## src/design/capture_pkg.sv

```systemverilog
// constants shared by the event capture channel
package capture_pkg;

  // register byte offsets, one aligned word each
  localparam logic [7:0] OFS_CONTROL = 8'h00;
  localparam logic [7:0] OFS_TRIGGER_SELECT = 8'h04;
  localparam logic [7:0] OFS_VALUE_LOW = 8'h08;
  localparam logic [7:0] OFS_VALUE_HIGH = 8'h0c;
  localparam logic [7:0] OFS_TIMER_ASSIGN0 = 8'h10;
  localparam logic [7:0] OFS_TIMER_ASSIGN1 = 8'h14;
  localparam logic [7:0] OFS_FLAG = 8'h18;
  localparam logic [7:0] OFS_TIME_BASE = 8'h1c;

  // register bit positions and field widths
  localparam int unsigned CTRL_ENABLE_BIT = 7;
  localparam int unsigned CTRL_OPEN_DRAIN_BIT = 6;
  localparam int unsigned MODE_W = 4;
  localparam int unsigned FLAG_BIT = 0;
  localparam int unsigned TIMER_SEL_W = 2;
  localparam int unsigned TRIG_SEL_W = 3;

  // reset values
  localparam logic [7:0] CONTROL_RESET = 8'h00;
  localparam logic [2:0] TRIGGER_SELECT_RESET = 3'h0;
  localparam logic [15:0] VALUE_RESET = 16'h0000;
  localparam logic [7:0] TIMER_ASSIGN_RESET = 8'h00;

  // capture event modes
  localparam logic [3:0] MODE_EVERY_EDGE = 4'h3;
  localparam logic [3:0] MODE_FALLING = 4'h4;
  localparam logic [3:0] MODE_RISING = 4'h5;
  localparam logic [3:0] MODE_RISING_4TH = 4'h6;
  localparam logic [3:0] MODE_RISING_16TH = 4'h7;
  localparam logic [3:0] MODE_CAPTURE_LAST = 4'h7;
  localparam logic [3:0] MODE_COMPARE_FIRST = 4'h8;
  localparam logic [3:0] MODE_PULSE_FIRST = 4'hc;

  // trigger source codes, 5 to 7 reserved
  localparam logic [2:0] TRIG_PIN = 3'h0;
  localparam logic [2:0] TRIG_CMP1 = 3'h1;
  localparam logic [2:0] TRIG_CMP2 = 3'h2;
  localparam logic [2:0] TRIG_CMP3 = 3'h3;
  localparam logic [2:0] TRIG_PIN_CHANGE = 3'h4;

  // edge prescaler
  localparam int unsigned PRESCALE_W = 4;
  localparam logic [1:0] PRESCALE_4TH_MATCH = 2'h3;
  localparam logic [3:0] PRESCALE_16TH_MATCH = 4'hf;

  typedef enum logic [1:0] {
    GROUP_OFF = 2'b00,
    GROUP_CAPTURE = 2'b01,
    GROUP_COMPARE = 2'b11,
    GROUP_PULSE = 2'b10
  } mode_group_t;

endpackage

```

## src/design/capture_trigger.sv

```systemverilog
// trigger synchroniser, edge detector and edge prescaler
`timescale 1ns/1ps
module capture_trigger (
  // clock and reset
  input wire logic clk,
  input wire logic rst,
  // trigger and setup
  input wire logic trigger_raw,
  input wire logic [3:0] mode,
  input wire logic capture_active,
  // event out
  output logic event_pulse
);

  logic sync1_reg;
  logic sync2_reg;
  logic last_reg;
  logic event_reg;
  logic event_next;
  logic [capture_pkg::PRESCALE_W-1:0] prescale_reg;
  logic [capture_pkg::PRESCALE_W-1:0] prescale_next;

  wire rising = sync2_reg & ~last_reg;
  wire falling = ~sync2_reg & last_reg;
  wire hit_4th = rising & (prescale_reg[1:0] == capture_pkg::PRESCALE_4TH_MATCH);
  wire hit_16th = rising & (prescale_reg == capture_pkg::PRESCALE_16TH_MATCH);

  // qualifying edge per mode
  assign event_next = capture_active & (
    ((mode == capture_pkg::MODE_EVERY_EDGE) & (rising | falling)) |
    ((mode == capture_pkg::MODE_FALLING) & falling) |
    ((mode == capture_pkg::MODE_RISING) & rising) |
    ((mode == capture_pkg::MODE_RISING_4TH) & hit_4th) |
    ((mode == capture_pkg::MODE_RISING_16TH) & hit_16th));

  // counter runs on rising edges, cleared only when idle
  assign prescale_next = !capture_active ? '0 :
                         rising ? prescale_reg + 4'h1 : prescale_reg;

  always_ff @(posedge clk) begin
    if (rst) begin
      sync1_reg <= 1'b0;
      sync2_reg <= 1'b0;
      last_reg <= 1'b0;
      event_reg <= 1'b0;
      prescale_reg <= '0;
    end else begin
      sync1_reg <= trigger_raw;
      sync2_reg <= sync1_reg;
      last_reg <= sync2_reg;
      event_reg <= event_next;
      prescale_reg <= prescale_next;
    end
  end

  assign event_pulse = event_reg;

  a_prescale_idle_clear: assert property (@(posedge clk) disable iff (rst)
    !capture_active |=> prescale_reg == '0) else $error("prescaler not cleared while idle");
  a_rising_mode_event: assert property (@(posedge clk) disable iff (rst)
    capture_active && mode == capture_pkg::MODE_RISING && rising |=> event_pulse)
    else $error("rising edge not captured");
  a_falling_no_rise: assert property (@(posedge clk) disable iff (rst)
    mode == capture_pkg::MODE_FALLING && !falling |=> !event_pulse)
    else $error("falling mode fired without falling edge");

endmodule

```

## src/design/event_capture_unit.sv

```systemverilog
// capture channel with wishbone register file
// Behaviour
// - event copies full 16-bit timer count
// - mode picks falling, rising, 4th, 16th, both
// - capture sets flag; only software clears it
// - new capture overwrites old value, no overrun
// - source select: pin, comparators, pin change
// - capture time base is selected odd timer
// - pulse-width mode uses selected even timer
// - per-channel timer field allows shared timers
// - control, trigger select, value low/high registers
// - output modes offer open-drain pin driver
// - pin edges from own output still capture; the pin is released in capture modes, so own output never drives it then
// - prescaler clears when off or not capturing
// - capture works whenever timer count moves
//
// Local design decisions: the placing of the registers and the Wishbone interface to the registers.
`timescale 1ns/1ps
module event_capture_unit #(
  parameter int unsigned CHANNEL_INDEX = 0
) (
  // clock and reset
  input wire logic REF_CLK,
  input wire logic RST,
  // wishbone slave
  input wire logic WB_CYC_I,
  input wire logic WB_STB_I,
  input wire logic WB_WE_I,
  input wire logic [7:0] WB_ADR_I,
  input wire logic [3:0] WB_SEL_I,
  input wire logic [31:0] WB_DAT_I,
  output logic [31:0] WB_DAT_O,
  output logic WB_ACK_O,
  // trigger sources
  input wire logic ROUTED_INPUT_PIN,
  input wire logic COMPARATOR_ONE_OUT,
  input wire logic COMPARATOR_TWO_OUT,
  input wire logic COMPARATOR_THREE_OUT,
  input wire logic PIN_CHANGE_INTERRUPT,
  // odd 16-bit timers
  input wire logic [15:0] ODD_TIMER1_COUNT,
  input wire logic [15:0] ODD_TIMER3_COUNT,
  input wire logic [15:0] ODD_TIMER5_COUNT,
  input wire logic [15:0] ODD_TIMER7_COUNT,
  // even 8-bit timers
  input wire logic [7:0] EVEN_TIMER2_COUNT,
  input wire logic [7:0] EVEN_TIMER4_COUNT,
  input wire logic [7:0] EVEN_TIMER6_COUNT,
  input wire logic [7:0] EVEN_TIMER8_COUNT,
  // channel pin
  input wire logic OUTPUT_LEVEL,
  input wire logic PIN_DIRECTION_BIT,
  output logic CHANNEL_PIN_OUT,
  output logic CHANNEL_PIN_OE_N,
  // status
  output logic CHANNEL_EVENT_FLAG
);

  localparam bit ASSIGN_IN_REG1 = (CHANNEL_INDEX >= 4);
  localparam int unsigned FIELD_LSB = (CHANNEL_INDEX % 4) * 2;

  logic [7:0] channel_control_reg;
  logic [2:0] trigger_select_reg;
  logic [15:0] capture_value_reg;
  logic [7:0] timer_assign_reg0;
  logic [7:0] timer_assign_reg1;
  logic channel_event_flag_reg;
  logic channel_event_flag_next;
  logic ack_reg;
  logic [31:0] dat_o_reg;
  logic pin_out_reg;
  logic pin_oe_n_reg;
  logic event_pulse;
  capture_pkg::mode_group_t group;

  // bus decode
  wire request = WB_CYC_I & WB_STB_I & ~ack_reg;
  wire wr_en = request & WB_WE_I & WB_SEL_I[0];
  wire rd_en = request & ~WB_WE_I;
  wire wr_control = wr_en & (WB_ADR_I == capture_pkg::OFS_CONTROL);
  wire wr_trigger = wr_en & (WB_ADR_I == capture_pkg::OFS_TRIGGER_SELECT);
  wire wr_low = wr_en & (WB_ADR_I == capture_pkg::OFS_VALUE_LOW);
  wire wr_high = wr_en & (WB_ADR_I == capture_pkg::OFS_VALUE_HIGH);
  wire wr_assign0 = wr_en & (WB_ADR_I == capture_pkg::OFS_TIMER_ASSIGN0);
  wire wr_assign1 = wr_en & (WB_ADR_I == capture_pkg::OFS_TIMER_ASSIGN1);
  wire wr_flag = wr_en & (WB_ADR_I == capture_pkg::OFS_FLAG);
  wire flag_clear = wr_flag & WB_DAT_I[capture_pkg::FLAG_BIT];

  // control fields
  wire enable = channel_control_reg[capture_pkg::CTRL_ENABLE_BIT];
  wire open_drain = channel_control_reg[capture_pkg::CTRL_OPEN_DRAIN_BIT];
  wire [3:0] mode = channel_control_reg[capture_pkg::MODE_W-1:0];

  // mode group classification
  assign group = (mode >= capture_pkg::MODE_PULSE_FIRST) ? capture_pkg::GROUP_PULSE :
                 (mode >= capture_pkg::MODE_COMPARE_FIRST) ? capture_pkg::GROUP_COMPARE :
                 (mode >= capture_pkg::MODE_EVERY_EDGE) ? capture_pkg::GROUP_CAPTURE :
                 capture_pkg::GROUP_OFF;
  wire capture_active = enable & (group == capture_pkg::GROUP_CAPTURE);
  wire output_mode = enable & ((group == capture_pkg::GROUP_COMPARE) | (group == capture_pkg::GROUP_PULSE));

  // per-channel timer field; other channels may pick the same timer
  wire [1:0] timer_sel = ASSIGN_IN_REG1 ? timer_assign_reg1[FIELD_LSB +: capture_pkg::TIMER_SEL_W] :
                                          timer_assign_reg0[FIELD_LSB +: capture_pkg::TIMER_SEL_W];

  // capture time base from odd timers
  wire [15:0] odd_count = (timer_sel == 2'h0) ? ODD_TIMER1_COUNT :
                          (timer_sel == 2'h1) ? ODD_TIMER3_COUNT :
                          (timer_sel == 2'h2) ? ODD_TIMER5_COUNT : ODD_TIMER7_COUNT;

  // pulse-width time base from even timers
  wire [7:0] even_count = (timer_sel == 2'h0) ? EVEN_TIMER2_COUNT :
                          (timer_sel == 2'h1) ? EVEN_TIMER4_COUNT :
                          (timer_sel == 2'h2) ? EVEN_TIMER6_COUNT : EVEN_TIMER8_COUNT;

  wire [15:0] time_base = (group == capture_pkg::GROUP_PULSE) ? {8'h00, even_count} : odd_count;

  // trigger source select, reserved codes give no trigger
  wire trigger_raw = (trigger_select_reg == capture_pkg::TRIG_PIN) ? ROUTED_INPUT_PIN :
                     (trigger_select_reg == capture_pkg::TRIG_CMP1) ? COMPARATOR_ONE_OUT :
                     (trigger_select_reg == capture_pkg::TRIG_CMP2) ? COMPARATOR_TWO_OUT :
                     (trigger_select_reg == capture_pkg::TRIG_CMP3) ? COMPARATOR_THREE_OUT :
                     (trigger_select_reg == capture_pkg::TRIG_PIN_CHANGE) ? PIN_CHANGE_INTERRUPT :
                     1'b0;

  capture_trigger u_trigger (
    .clk(REF_CLK),
    .rst(RST),
    .trigger_raw(trigger_raw),
    .mode(mode),
    .capture_active(capture_active),
    .event_pulse(event_pulse)
  );

  // flag: capture beats a software clear
  assign channel_event_flag_next = event_pulse | (channel_event_flag_reg & ~flag_clear);

  // read mux, unmapped reads zero
  wire [31:0] rd_data =
    (WB_ADR_I == capture_pkg::OFS_CONTROL) ? {24'h000000, channel_control_reg} :
    (WB_ADR_I == capture_pkg::OFS_TRIGGER_SELECT) ? {29'h0, trigger_select_reg} :
    (WB_ADR_I == capture_pkg::OFS_VALUE_LOW) ? {24'h000000, capture_value_reg[7:0]} :
    (WB_ADR_I == capture_pkg::OFS_VALUE_HIGH) ? {24'h000000, capture_value_reg[15:8]} :
    (WB_ADR_I == capture_pkg::OFS_TIMER_ASSIGN0) ? {24'h000000, timer_assign_reg0} :
    (WB_ADR_I == capture_pkg::OFS_TIMER_ASSIGN1) ? {24'h000000, timer_assign_reg1} :
    (WB_ADR_I == capture_pkg::OFS_FLAG) ? {31'h0, channel_event_flag_reg} :
    (WB_ADR_I == capture_pkg::OFS_TIME_BASE) ? {16'h0000, time_base} :
    32'h00000000;

  // pin driver, direction bit set means input
  wire drive_pin = output_mode & ~PIN_DIRECTION_BIT;
  wire pin_out_next = drive_pin & ~open_drain & OUTPUT_LEVEL;
  wire pin_oe_n_next = ~drive_pin | (open_drain & OUTPUT_LEVEL);

  // bus handshake
  always_ff @(posedge REF_CLK) begin
    if (RST) begin
      ack_reg <= 1'b0;
      dat_o_reg <= 32'h00000000;
    end else begin
      ack_reg <= request;
      dat_o_reg <= rd_en ? rd_data : 32'h00000000;
    end
  end

  // configuration registers
  always_ff @(posedge REF_CLK) begin
    if (RST) begin
      channel_control_reg <= capture_pkg::CONTROL_RESET;
      trigger_select_reg <= capture_pkg::TRIGGER_SELECT_RESET;
      timer_assign_reg0 <= capture_pkg::TIMER_ASSIGN_RESET;
      timer_assign_reg1 <= capture_pkg::TIMER_ASSIGN_RESET;
    end else begin
      if (wr_control) begin
        channel_control_reg <= WB_DAT_I[7:0];
      end
      if (wr_trigger) begin
        trigger_select_reg <= WB_DAT_I[capture_pkg::TRIG_SEL_W-1:0];
      end
      if (wr_assign0) begin
        timer_assign_reg0 <= WB_DAT_I[7:0];
      end
      if (wr_assign1) begin
        timer_assign_reg1 <= WB_DAT_I[7:0];
      end
    end
  end

  // captured value and flag
  always_ff @(posedge REF_CLK) begin
    if (RST) begin
      capture_value_reg <= capture_pkg::VALUE_RESET;
      channel_event_flag_reg <= 1'b0;
    end else begin
      if (event_pulse) begin
        capture_value_reg <= odd_count;
      end else if (wr_low) begin
        capture_value_reg[7:0] <= WB_DAT_I[7:0];
      end else if (wr_high) begin
        capture_value_reg[15:8] <= WB_DAT_I[7:0];
      end
      channel_event_flag_reg <= channel_event_flag_next;
    end
  end

  // pin registers; the routed pin is sampled whatever drives it
  always_ff @(posedge REF_CLK) begin
    if (RST) begin
      pin_out_reg <= 1'b0;
      pin_oe_n_reg <= 1'b1;
    end else begin
      pin_out_reg <= pin_out_next;
      pin_oe_n_reg <= pin_oe_n_next;
    end
  end

  assign WB_ACK_O = ack_reg;
  assign WB_DAT_O = dat_o_reg;
  assign CHANNEL_PIN_OUT = pin_out_reg;
  assign CHANNEL_PIN_OE_N = pin_oe_n_reg;
  assign CHANNEL_EVENT_FLAG = channel_event_flag_reg;

  // checks
  a_capture_loads_count: assert property (@(posedge REF_CLK) disable iff (RST)
    event_pulse |=> capture_value_reg == $past(odd_count))
    else $error("captured value differs from timer count");
  a_overwrite_value: assert property (@(posedge REF_CLK) disable iff (RST)
    event_pulse ##1 event_pulse |=> capture_value_reg == $past(odd_count))
    else $error("second capture did not overwrite");
  a_flag_set_capture: assert property (@(posedge REF_CLK) disable iff (RST)
    event_pulse |=> CHANNEL_EVENT_FLAG)
    else $error("flag not set by capture");
  a_flag_sticky: assert property (@(posedge REF_CLK) disable iff (RST)
    CHANNEL_EVENT_FLAG && !flag_clear |=> CHANNEL_EVENT_FLAG)
    else $error("flag dropped without software clear");
  a_flag_clear_works: assert property (@(posedge REF_CLK) disable iff (RST)
    flag_clear && !event_pulse |=> !CHANNEL_EVENT_FLAG)
    else $error("flag clear ignored");
  a_capture_only_active: assert property (@(posedge REF_CLK) disable iff (RST)
    $rose(event_pulse) |-> $past(capture_active, 1))
    else $error("capture outside capture mode");
  a_value_steady_idle: assert property (@(posedge REF_CLK) disable iff (RST)
    !event_pulse && !wr_low && !wr_high |=> $stable(capture_value_reg))
    else $error("captured value changed without cause");
  a_open_drain_release: assert property (@(posedge REF_CLK) disable iff (RST)
    drive_pin && open_drain && OUTPUT_LEVEL |=> CHANNEL_PIN_OE_N && !CHANNEL_PIN_OUT)
    else $error("open drain drove high level");
  a_push_pull_drive: assert property (@(posedge REF_CLK) disable iff (RST)
    drive_pin && !open_drain |=> !CHANNEL_PIN_OE_N && CHANNEL_PIN_OUT == $past(OUTPUT_LEVEL))
    else $error("push pull not driving");
  a_no_drive_input: assert property (@(posedge REF_CLK) disable iff (RST)
    PIN_DIRECTION_BIT |=> CHANNEL_PIN_OE_N)
    else $error("pin driven while set as input");
  a_ack_one_cycle: assert property (@(posedge REF_CLK) disable iff (RST)
    WB_CYC_I && WB_STB_I && !WB_ACK_O |=> WB_ACK_O ##1 !WB_ACK_O)
    else $error("bus ack not a single cycle after request");
  a_low_half_read: assert property (@(posedge REF_CLK) disable iff (RST)
    rd_en && WB_ADR_I == capture_pkg::OFS_VALUE_LOW |=> WB_DAT_O == {24'h000000, $past(capture_value_reg[7:0])})
    else $error("low half read wrong");
  a_pulse_time_base: assert property (@(posedge REF_CLK) disable iff (RST)
    rd_en && WB_ADR_I == capture_pkg::OFS_TIME_BASE && group == capture_pkg::GROUP_PULSE
    |=> WB_DAT_O == {24'h000000, $past(even_count)})
    else $error("pulse width time base not even timer");

  // flag and capture timing
  a_set_beats_clear: assert property (@(posedge REF_CLK) disable iff (RST)
    event_pulse && flag_clear |=> CHANNEL_EVENT_FLAG)
    else $error("clear won over a capture");

  a_flag_needs_event: assert property (@(posedge REF_CLK) disable iff (RST)
    $rose(CHANNEL_EVENT_FLAG) |-> $past(event_pulse))
    else $error("flag set without capture");

  a_capture_sets_both: assert property (@(posedge REF_CLK) disable iff (RST)
    event_pulse |=> CHANNEL_EVENT_FLAG && capture_value_reg == $past(odd_count))
    else $error("flag and value not updated together");

  a_idle_no_capture: assert property (@(posedge REF_CLK) disable iff (RST)
    !capture_active |=> !event_pulse)
    else $error("capture while channel idle");

  // trigger source routing
  a_reserved_no_trigger: assert property (@(posedge REF_CLK) disable iff (RST)
    trigger_select_reg > capture_pkg::TRIG_PIN_CHANGE |-> !trigger_raw)
    else $error("reserved source gave a trigger");

  a_pin_source: assert property (@(posedge REF_CLK) disable iff (RST)
    trigger_select_reg == capture_pkg::TRIG_PIN |-> trigger_raw == ROUTED_INPUT_PIN)
    else $error("routed pin not selected");

  a_cmp1_source: assert property (@(posedge REF_CLK) disable iff (RST)
    trigger_select_reg == capture_pkg::TRIG_CMP1 |-> trigger_raw == COMPARATOR_ONE_OUT)
    else $error("comparator one not selected");

  a_cmp2_source: assert property (@(posedge REF_CLK) disable iff (RST)
    trigger_select_reg == capture_pkg::TRIG_CMP2 |-> trigger_raw == COMPARATOR_TWO_OUT)
    else $error("comparator two not selected");

  a_cmp3_source: assert property (@(posedge REF_CLK) disable iff (RST)
    trigger_select_reg == capture_pkg::TRIG_CMP3 |-> trigger_raw == COMPARATOR_THREE_OUT)
    else $error("comparator three not selected");

  a_pin_change_source: assert property (@(posedge REF_CLK) disable iff (RST)
    trigger_select_reg == capture_pkg::TRIG_PIN_CHANGE |-> trigger_raw == PIN_CHANGE_INTERRUPT)
    else $error("pin change source not selected");

  // register access
  a_capture_base_odd: assert property (@(posedge REF_CLK) disable iff (RST)
    rd_en && WB_ADR_I == capture_pkg::OFS_TIME_BASE && group != capture_pkg::GROUP_PULSE
    |=> WB_DAT_O == {16'h0000, $past(odd_count)})
    else $error("capture time base not odd timer");

  a_high_half_read: assert property (@(posedge REF_CLK) disable iff (RST)
    rd_en && WB_ADR_I == capture_pkg::OFS_VALUE_HIGH |=> WB_DAT_O == {24'h000000, $past(capture_value_reg[15:8])})
    else $error("high half read wrong");

  a_control_write: assert property (@(posedge REF_CLK) disable iff (RST)
    wr_control |=> channel_control_reg == $past(WB_DAT_I[7:0]))
    else $error("control write lost");

  a_low_half_write: assert property (@(posedge REF_CLK) disable iff (RST)
    wr_low && !event_pulse |=> capture_value_reg[7:0] == $past(WB_DAT_I[7:0]))
    else $error("low half write lost");

  a_dat_zero_idle: assert property (@(posedge REF_CLK) disable iff (RST)
    !WB_ACK_O |-> WB_DAT_O == 32'h00000000)
    else $error("read data outside ack");

  // pin released outside output modes
  a_output_off_release: assert property (@(posedge REF_CLK) disable iff (RST)
    !output_mode |=> CHANNEL_PIN_OE_N && !CHANNEL_PIN_OUT)
    else $error("pin driven outside output modes");

  c_capture_event: cover property (@(posedge REF_CLK) disable iff (RST) event_pulse);
  c_flag_cleared: cover property (@(posedge REF_CLK) disable iff (RST)
    CHANNEL_EVENT_FLAG ##1 !CHANNEL_EVENT_FLAG);
  c_sixteenth_mode: cover property (@(posedge REF_CLK) disable iff (RST)
    event_pulse && mode == capture_pkg::MODE_RISING_16TH);
  c_value_read: cover property (@(posedge REF_CLK) disable iff (RST)
    rd_en && WB_ADR_I == capture_pkg::OFS_VALUE_HIGH);
  c_every_edge_mode: cover property (@(posedge REF_CLK) disable iff (RST)
    event_pulse && mode == capture_pkg::MODE_EVERY_EDGE);

endmodule

```

## config.mk

```make
export PLATFORM = sky130hd
export DESIGN_NAME = event_capture_unit
export DESIGN_NICKNAME = d
export VERILOG_FILES = /design/src/design/capture_pkg.sv /design/src/design/capture_trigger.sv /design/src/design/event_capture_unit.sv
export SDC_FILE = /design/constraint.sdc
export NUM_CORES = 1
export LEC_CHECK = 0
export BUFFER_PORTS_ARGS = -buffer_cell sky130_fd_sc_hd__buf_2
export CORE_ASPECT_RATIO = 1.5
export CORE_MARGIN = 2
export CORE_UTILIZATION = 35
export CTS_BUF_LIST = sky130_fd_sc_hd__clkbuf_2 sky130_fd_sc_hd__clkbuf_4 sky130_fd_sc_hd__clkbuf_8
export DETAILED_ROUTE_END_ITERATION = 8
export PLACE_DENSITY_LB_ADDON = 0.1
export SLEW_MARGIN = 10
export SYNTH_ARGS = -nofsm -noshare
export SYNTH_HDL_FRONTEND = slang
export SYNTH_HIERARCHICAL = 1
export SYNTH_SLANG_ARGS = --single-unit
```

## constraint.sdc

```tcl
create_clock -name REF_CLK -period 6 [get_ports REF_CLK]
set_input_delay 1.2 -clock REF_CLK [delete_from_list [all_inputs] [get_ports REF_CLK]]
set_output_delay 1.2 -clock REF_CLK [all_outputs]
set_load 0.005 [all_outputs]
```

==> reports/results.ini <==
[power_and_ir_drop]
power.density_nw_per_um2 = 189
fin_total_pwr_mw = 0.987
p_leak_nw = 2.13
ir_drop_v = 0.0000721

[run_status]
outcome = finished clean

[synthesis]
synthCells = 484
synth_top_cell_area_share_pct = 33.1
synth_edf_count = 0
synth_area_sq_um = 4300
synth.ff_latch_count = 71
synth_top_area_cell = dfxtp_1
synth-seq-area-share_pct = 33.1
ys_warn_count = 6
synth_top_flop_cell = dfxtp_1
synthDistinctLibCells = 59
async_flop_share_pct = 0
synth.avg_cell_area_sq_um = 8.87
synth_area_leaders = dfxtp_1, mux4_2, mux2i_1, nor2_1, nand2_1

[min_path]
worstHoldPathType = flip-flop to flip-flop
min_delay_worst_endpoint = u_trigger/sync2_reg$_SDFF_PP0_
min_from = u_trigger/sync1_reg$_SDFF_PP0_
hold_depth = 1

[clock_tree]
cts.repair.resized = 0
cts_hold_buf = 0
cts_tree = yes
worstSkewPairLatency_ns = 0.37
clockBufferDepth = 2
cts.htree.levels = 3
cts_buffers = 9
path_clk_slew_ns = 0.08
cts-root-buf = clkbuf_8
cts_setup_buffers = 0
cts.sinks = 71

[timing]
fmax_mhz = 294
max_slew_margin_pct = 32.3
finalSetupTns_ns = 0
min_period_over_period_pct = 56.6
finalHoldViolations = 0
finClkSkew_ns = 0.00780
setup_violations = 0
rsz0062_at_grt = no
worst_pin_slew_ns = 1.01
period_minus_slack_ns = 3.40
finalMaxSlewViolations = 0

[layout]
areaGrowthSynthToFinish_pct = 21.8
fin_cells = 767
drive_gt1_share_pct = 32.6
nets = 764
antenna_cells = 0
fin_util_pct = 43.8
final_cell_area_sq_um = 5230

[global_route]
grt_first_pass_wirelength_um = 22200
grt_antenna_before_repair = 0
grt_util_all_layers_pct = 21.7
grt_max_degree = 53
grt_pass1_vias = 4197
gr-total-overflow = 0

[critical_path]
r2r-end = timer_assign_reg0[1]$_SDFFE_PP0P_
critPathKind = input pin to flip-flop
crit_fanout = 15
worst_ep_arrival_time_ns = 3.61
cp-start-kind = input pin
crit_path_top_delay_cell = nor3_2
r2r_slack_ns = 3.42
timing.critical_path.cells = buf_2 -> or2_1 -> nor3_2 -> nand3_1 -> mux2i_1 -> nor2_1
max_stage_delay_ns = 0.85
ff2ff_path_depth = 5
crit_required_ns = 6.22
end_kind = flip-flop
r2r-start = WB_ACK_O$_SDFF_PP0_

[floorplanning]
core_area_sq_um = 12000
die_h_um = 140
die_x_um = 94.5
rows = 49
dieArea_sq_um = 13200
num_io_pins = 188
initial_utilization_pct = 35.9

[placement]
portBuffers = 144
gp_congestion = 0.892
hpwl_um = 10700
placed_area_sq_um = 5030
dp_cells = 751

[routing]
drt_wl_total_um = 13700
post-route-drc-count = 0
ant_nets = 0
routed_via_density = 5.33
drtIter0Drc = 214
dr_total_vias = 4087
wire_per_inst_um = 17.9
drt_pass1_iterations = 5

[run]
maxCapViolCount = 0

-- power breakdown --
part           internal (mW)  total [mW]  switching, mW
clock                  0.205       0.405          0.200
sequential             0.472       0.472       0.000438
combinational         0.0508       0.109         0.0585
-- cell usage in the layout, fill, tap and decap left out, types with 4 or more instances in the layout --
master | Yosys | layout
a21oi_1 | 16 | 16
a311oi_1 | 10 | 10
and2_1 | 9 | 9
buf_2 | 11 | 144
clkbuf_8 | 0 | 10
conb_1 | 1 | 16
dfxtp_1 | 71 | 71
inv_1 | 8 | 8
mux2_2 | 8 | 8
mux2i_1 | 42 | 42
mux4_2 | 20 | 20
nand2_1 | 41 | 41
nand2b_1 | 4 | 4
nand3_1 | 27 | 27
nand4_1 | 4 | 4
nor2_1 | 66 | 66
nor2b_1 | 6 | 6
nor3_1 | 19 | 18
nor4_1 | 7 | 7
o21a_1 | 6 | 6
o21ai_0 | 15 | 15
o22ai_1 | 4 | 4
-- worst max-delay path: cells and delay by family --
family	cells	cell delay, ns
multiplexers	1	0.31
AND/OR/NAND/NOR	4	1.99
buffers and inverters	1	0.10
-- cells in the mapped netlist, types with 3 or more instances --
library cell and number:
o21ai_0 15, dfxtp_1 71, and2_1 9, mux2i_1 42, a311oi_1 10, nor2b_1 6, nor3_1 19, nor4_1 7
o22ai_1 4, and3_1 3, clkbuf_1 16, buf_1 3, a31oi_1 3, nor2_1 66, nand2_1 41, o21a_1 6
buf_4 16, nand2b_1 4, ha_1 3, a21oi_1 16, o311ai_0 3, mux4_2 20, nand3_1 27, mux2_2 8
nand4_1 4, inv_1 8, buf_2 11
-- cells by family after synthesis --
| kind of cell | share of synthesized area (%) |
|---|---|
| and+or+nand+nor | 24.0 |
| AOI/OAI and AO/OA | 12.2 |
| DFF | 33.1 |
| muxes | 22.4 |
| buffers and inverters | 6.79 |
| adders and majority gates | 0.874 |
| xor gates and xnor gates | 0.612 |
| other | 0.0873 |
-- how the worst max path moves through the flow --
stage / startpoint / endpoint / slack, ns
floorplan: WB_ADR_I[5] / capture_value_reg[10]$_SDFFE_PP0P_ / 3.30
global placement: WB_ADR_I[1] / timer_assign_reg0[2]$_SDFFE_PP0P_ / 2.24
detailed placement: WB_ADR_I[1] / timer_assign_reg1[3]$_SDFFE_PP0P_ / 2.26
CTS: WB_ADR_I[1] / timer_assign_reg0[1]$_SDFFE_PP0P_ / 2.60
global route: WB_ADR_I[1] / timer_assign_reg0[5]$_SDFFE_PP0P_ / 2.51
finish: WB_ADR_I[1] / timer_assign_reg0[1]$_SDFFE_PP0P_ / 2.60
-- per-layer routing --
| metal | global-route usage (%) | share of wire [%] | vias to the layer above |
|---|---|---|---|
| li1 | - | - | 1989 |
| met1 | 26.2 | 40 | 1886 |
| met2 | 38.0 | 50 | 181 |
| met3 | 3.36 | 6.2 | 31 |
| met4 | 8.70 | 3.4 | 0 |
| met5 | 0 | 0 | - |
-- layout make-up --
class / count / area (sq um)
clock buffers: 10 / 138
clock inverters: 6 / 67.6
fillers: 1237 / 6720
inverters: 9 / 33.8
multi-input cells: 372 / 2640
flip-flops and latches: 71 / 1420
well taps: 153 / 191
repair buffers: 146 / 736
-- through the flow --
stage,setup slack [ns],hold slack (ns)
2_1_floorplan,3.30,0.414
3_3_place_gp,2.24,0.425
3_5_place_dp,2.26,0.435
4_1_cts,2.60,0.452
5_1_grt,2.51,0.467
6_report,2.60,0.446
No activity file was read; power rests on OpenSTA's default activity.
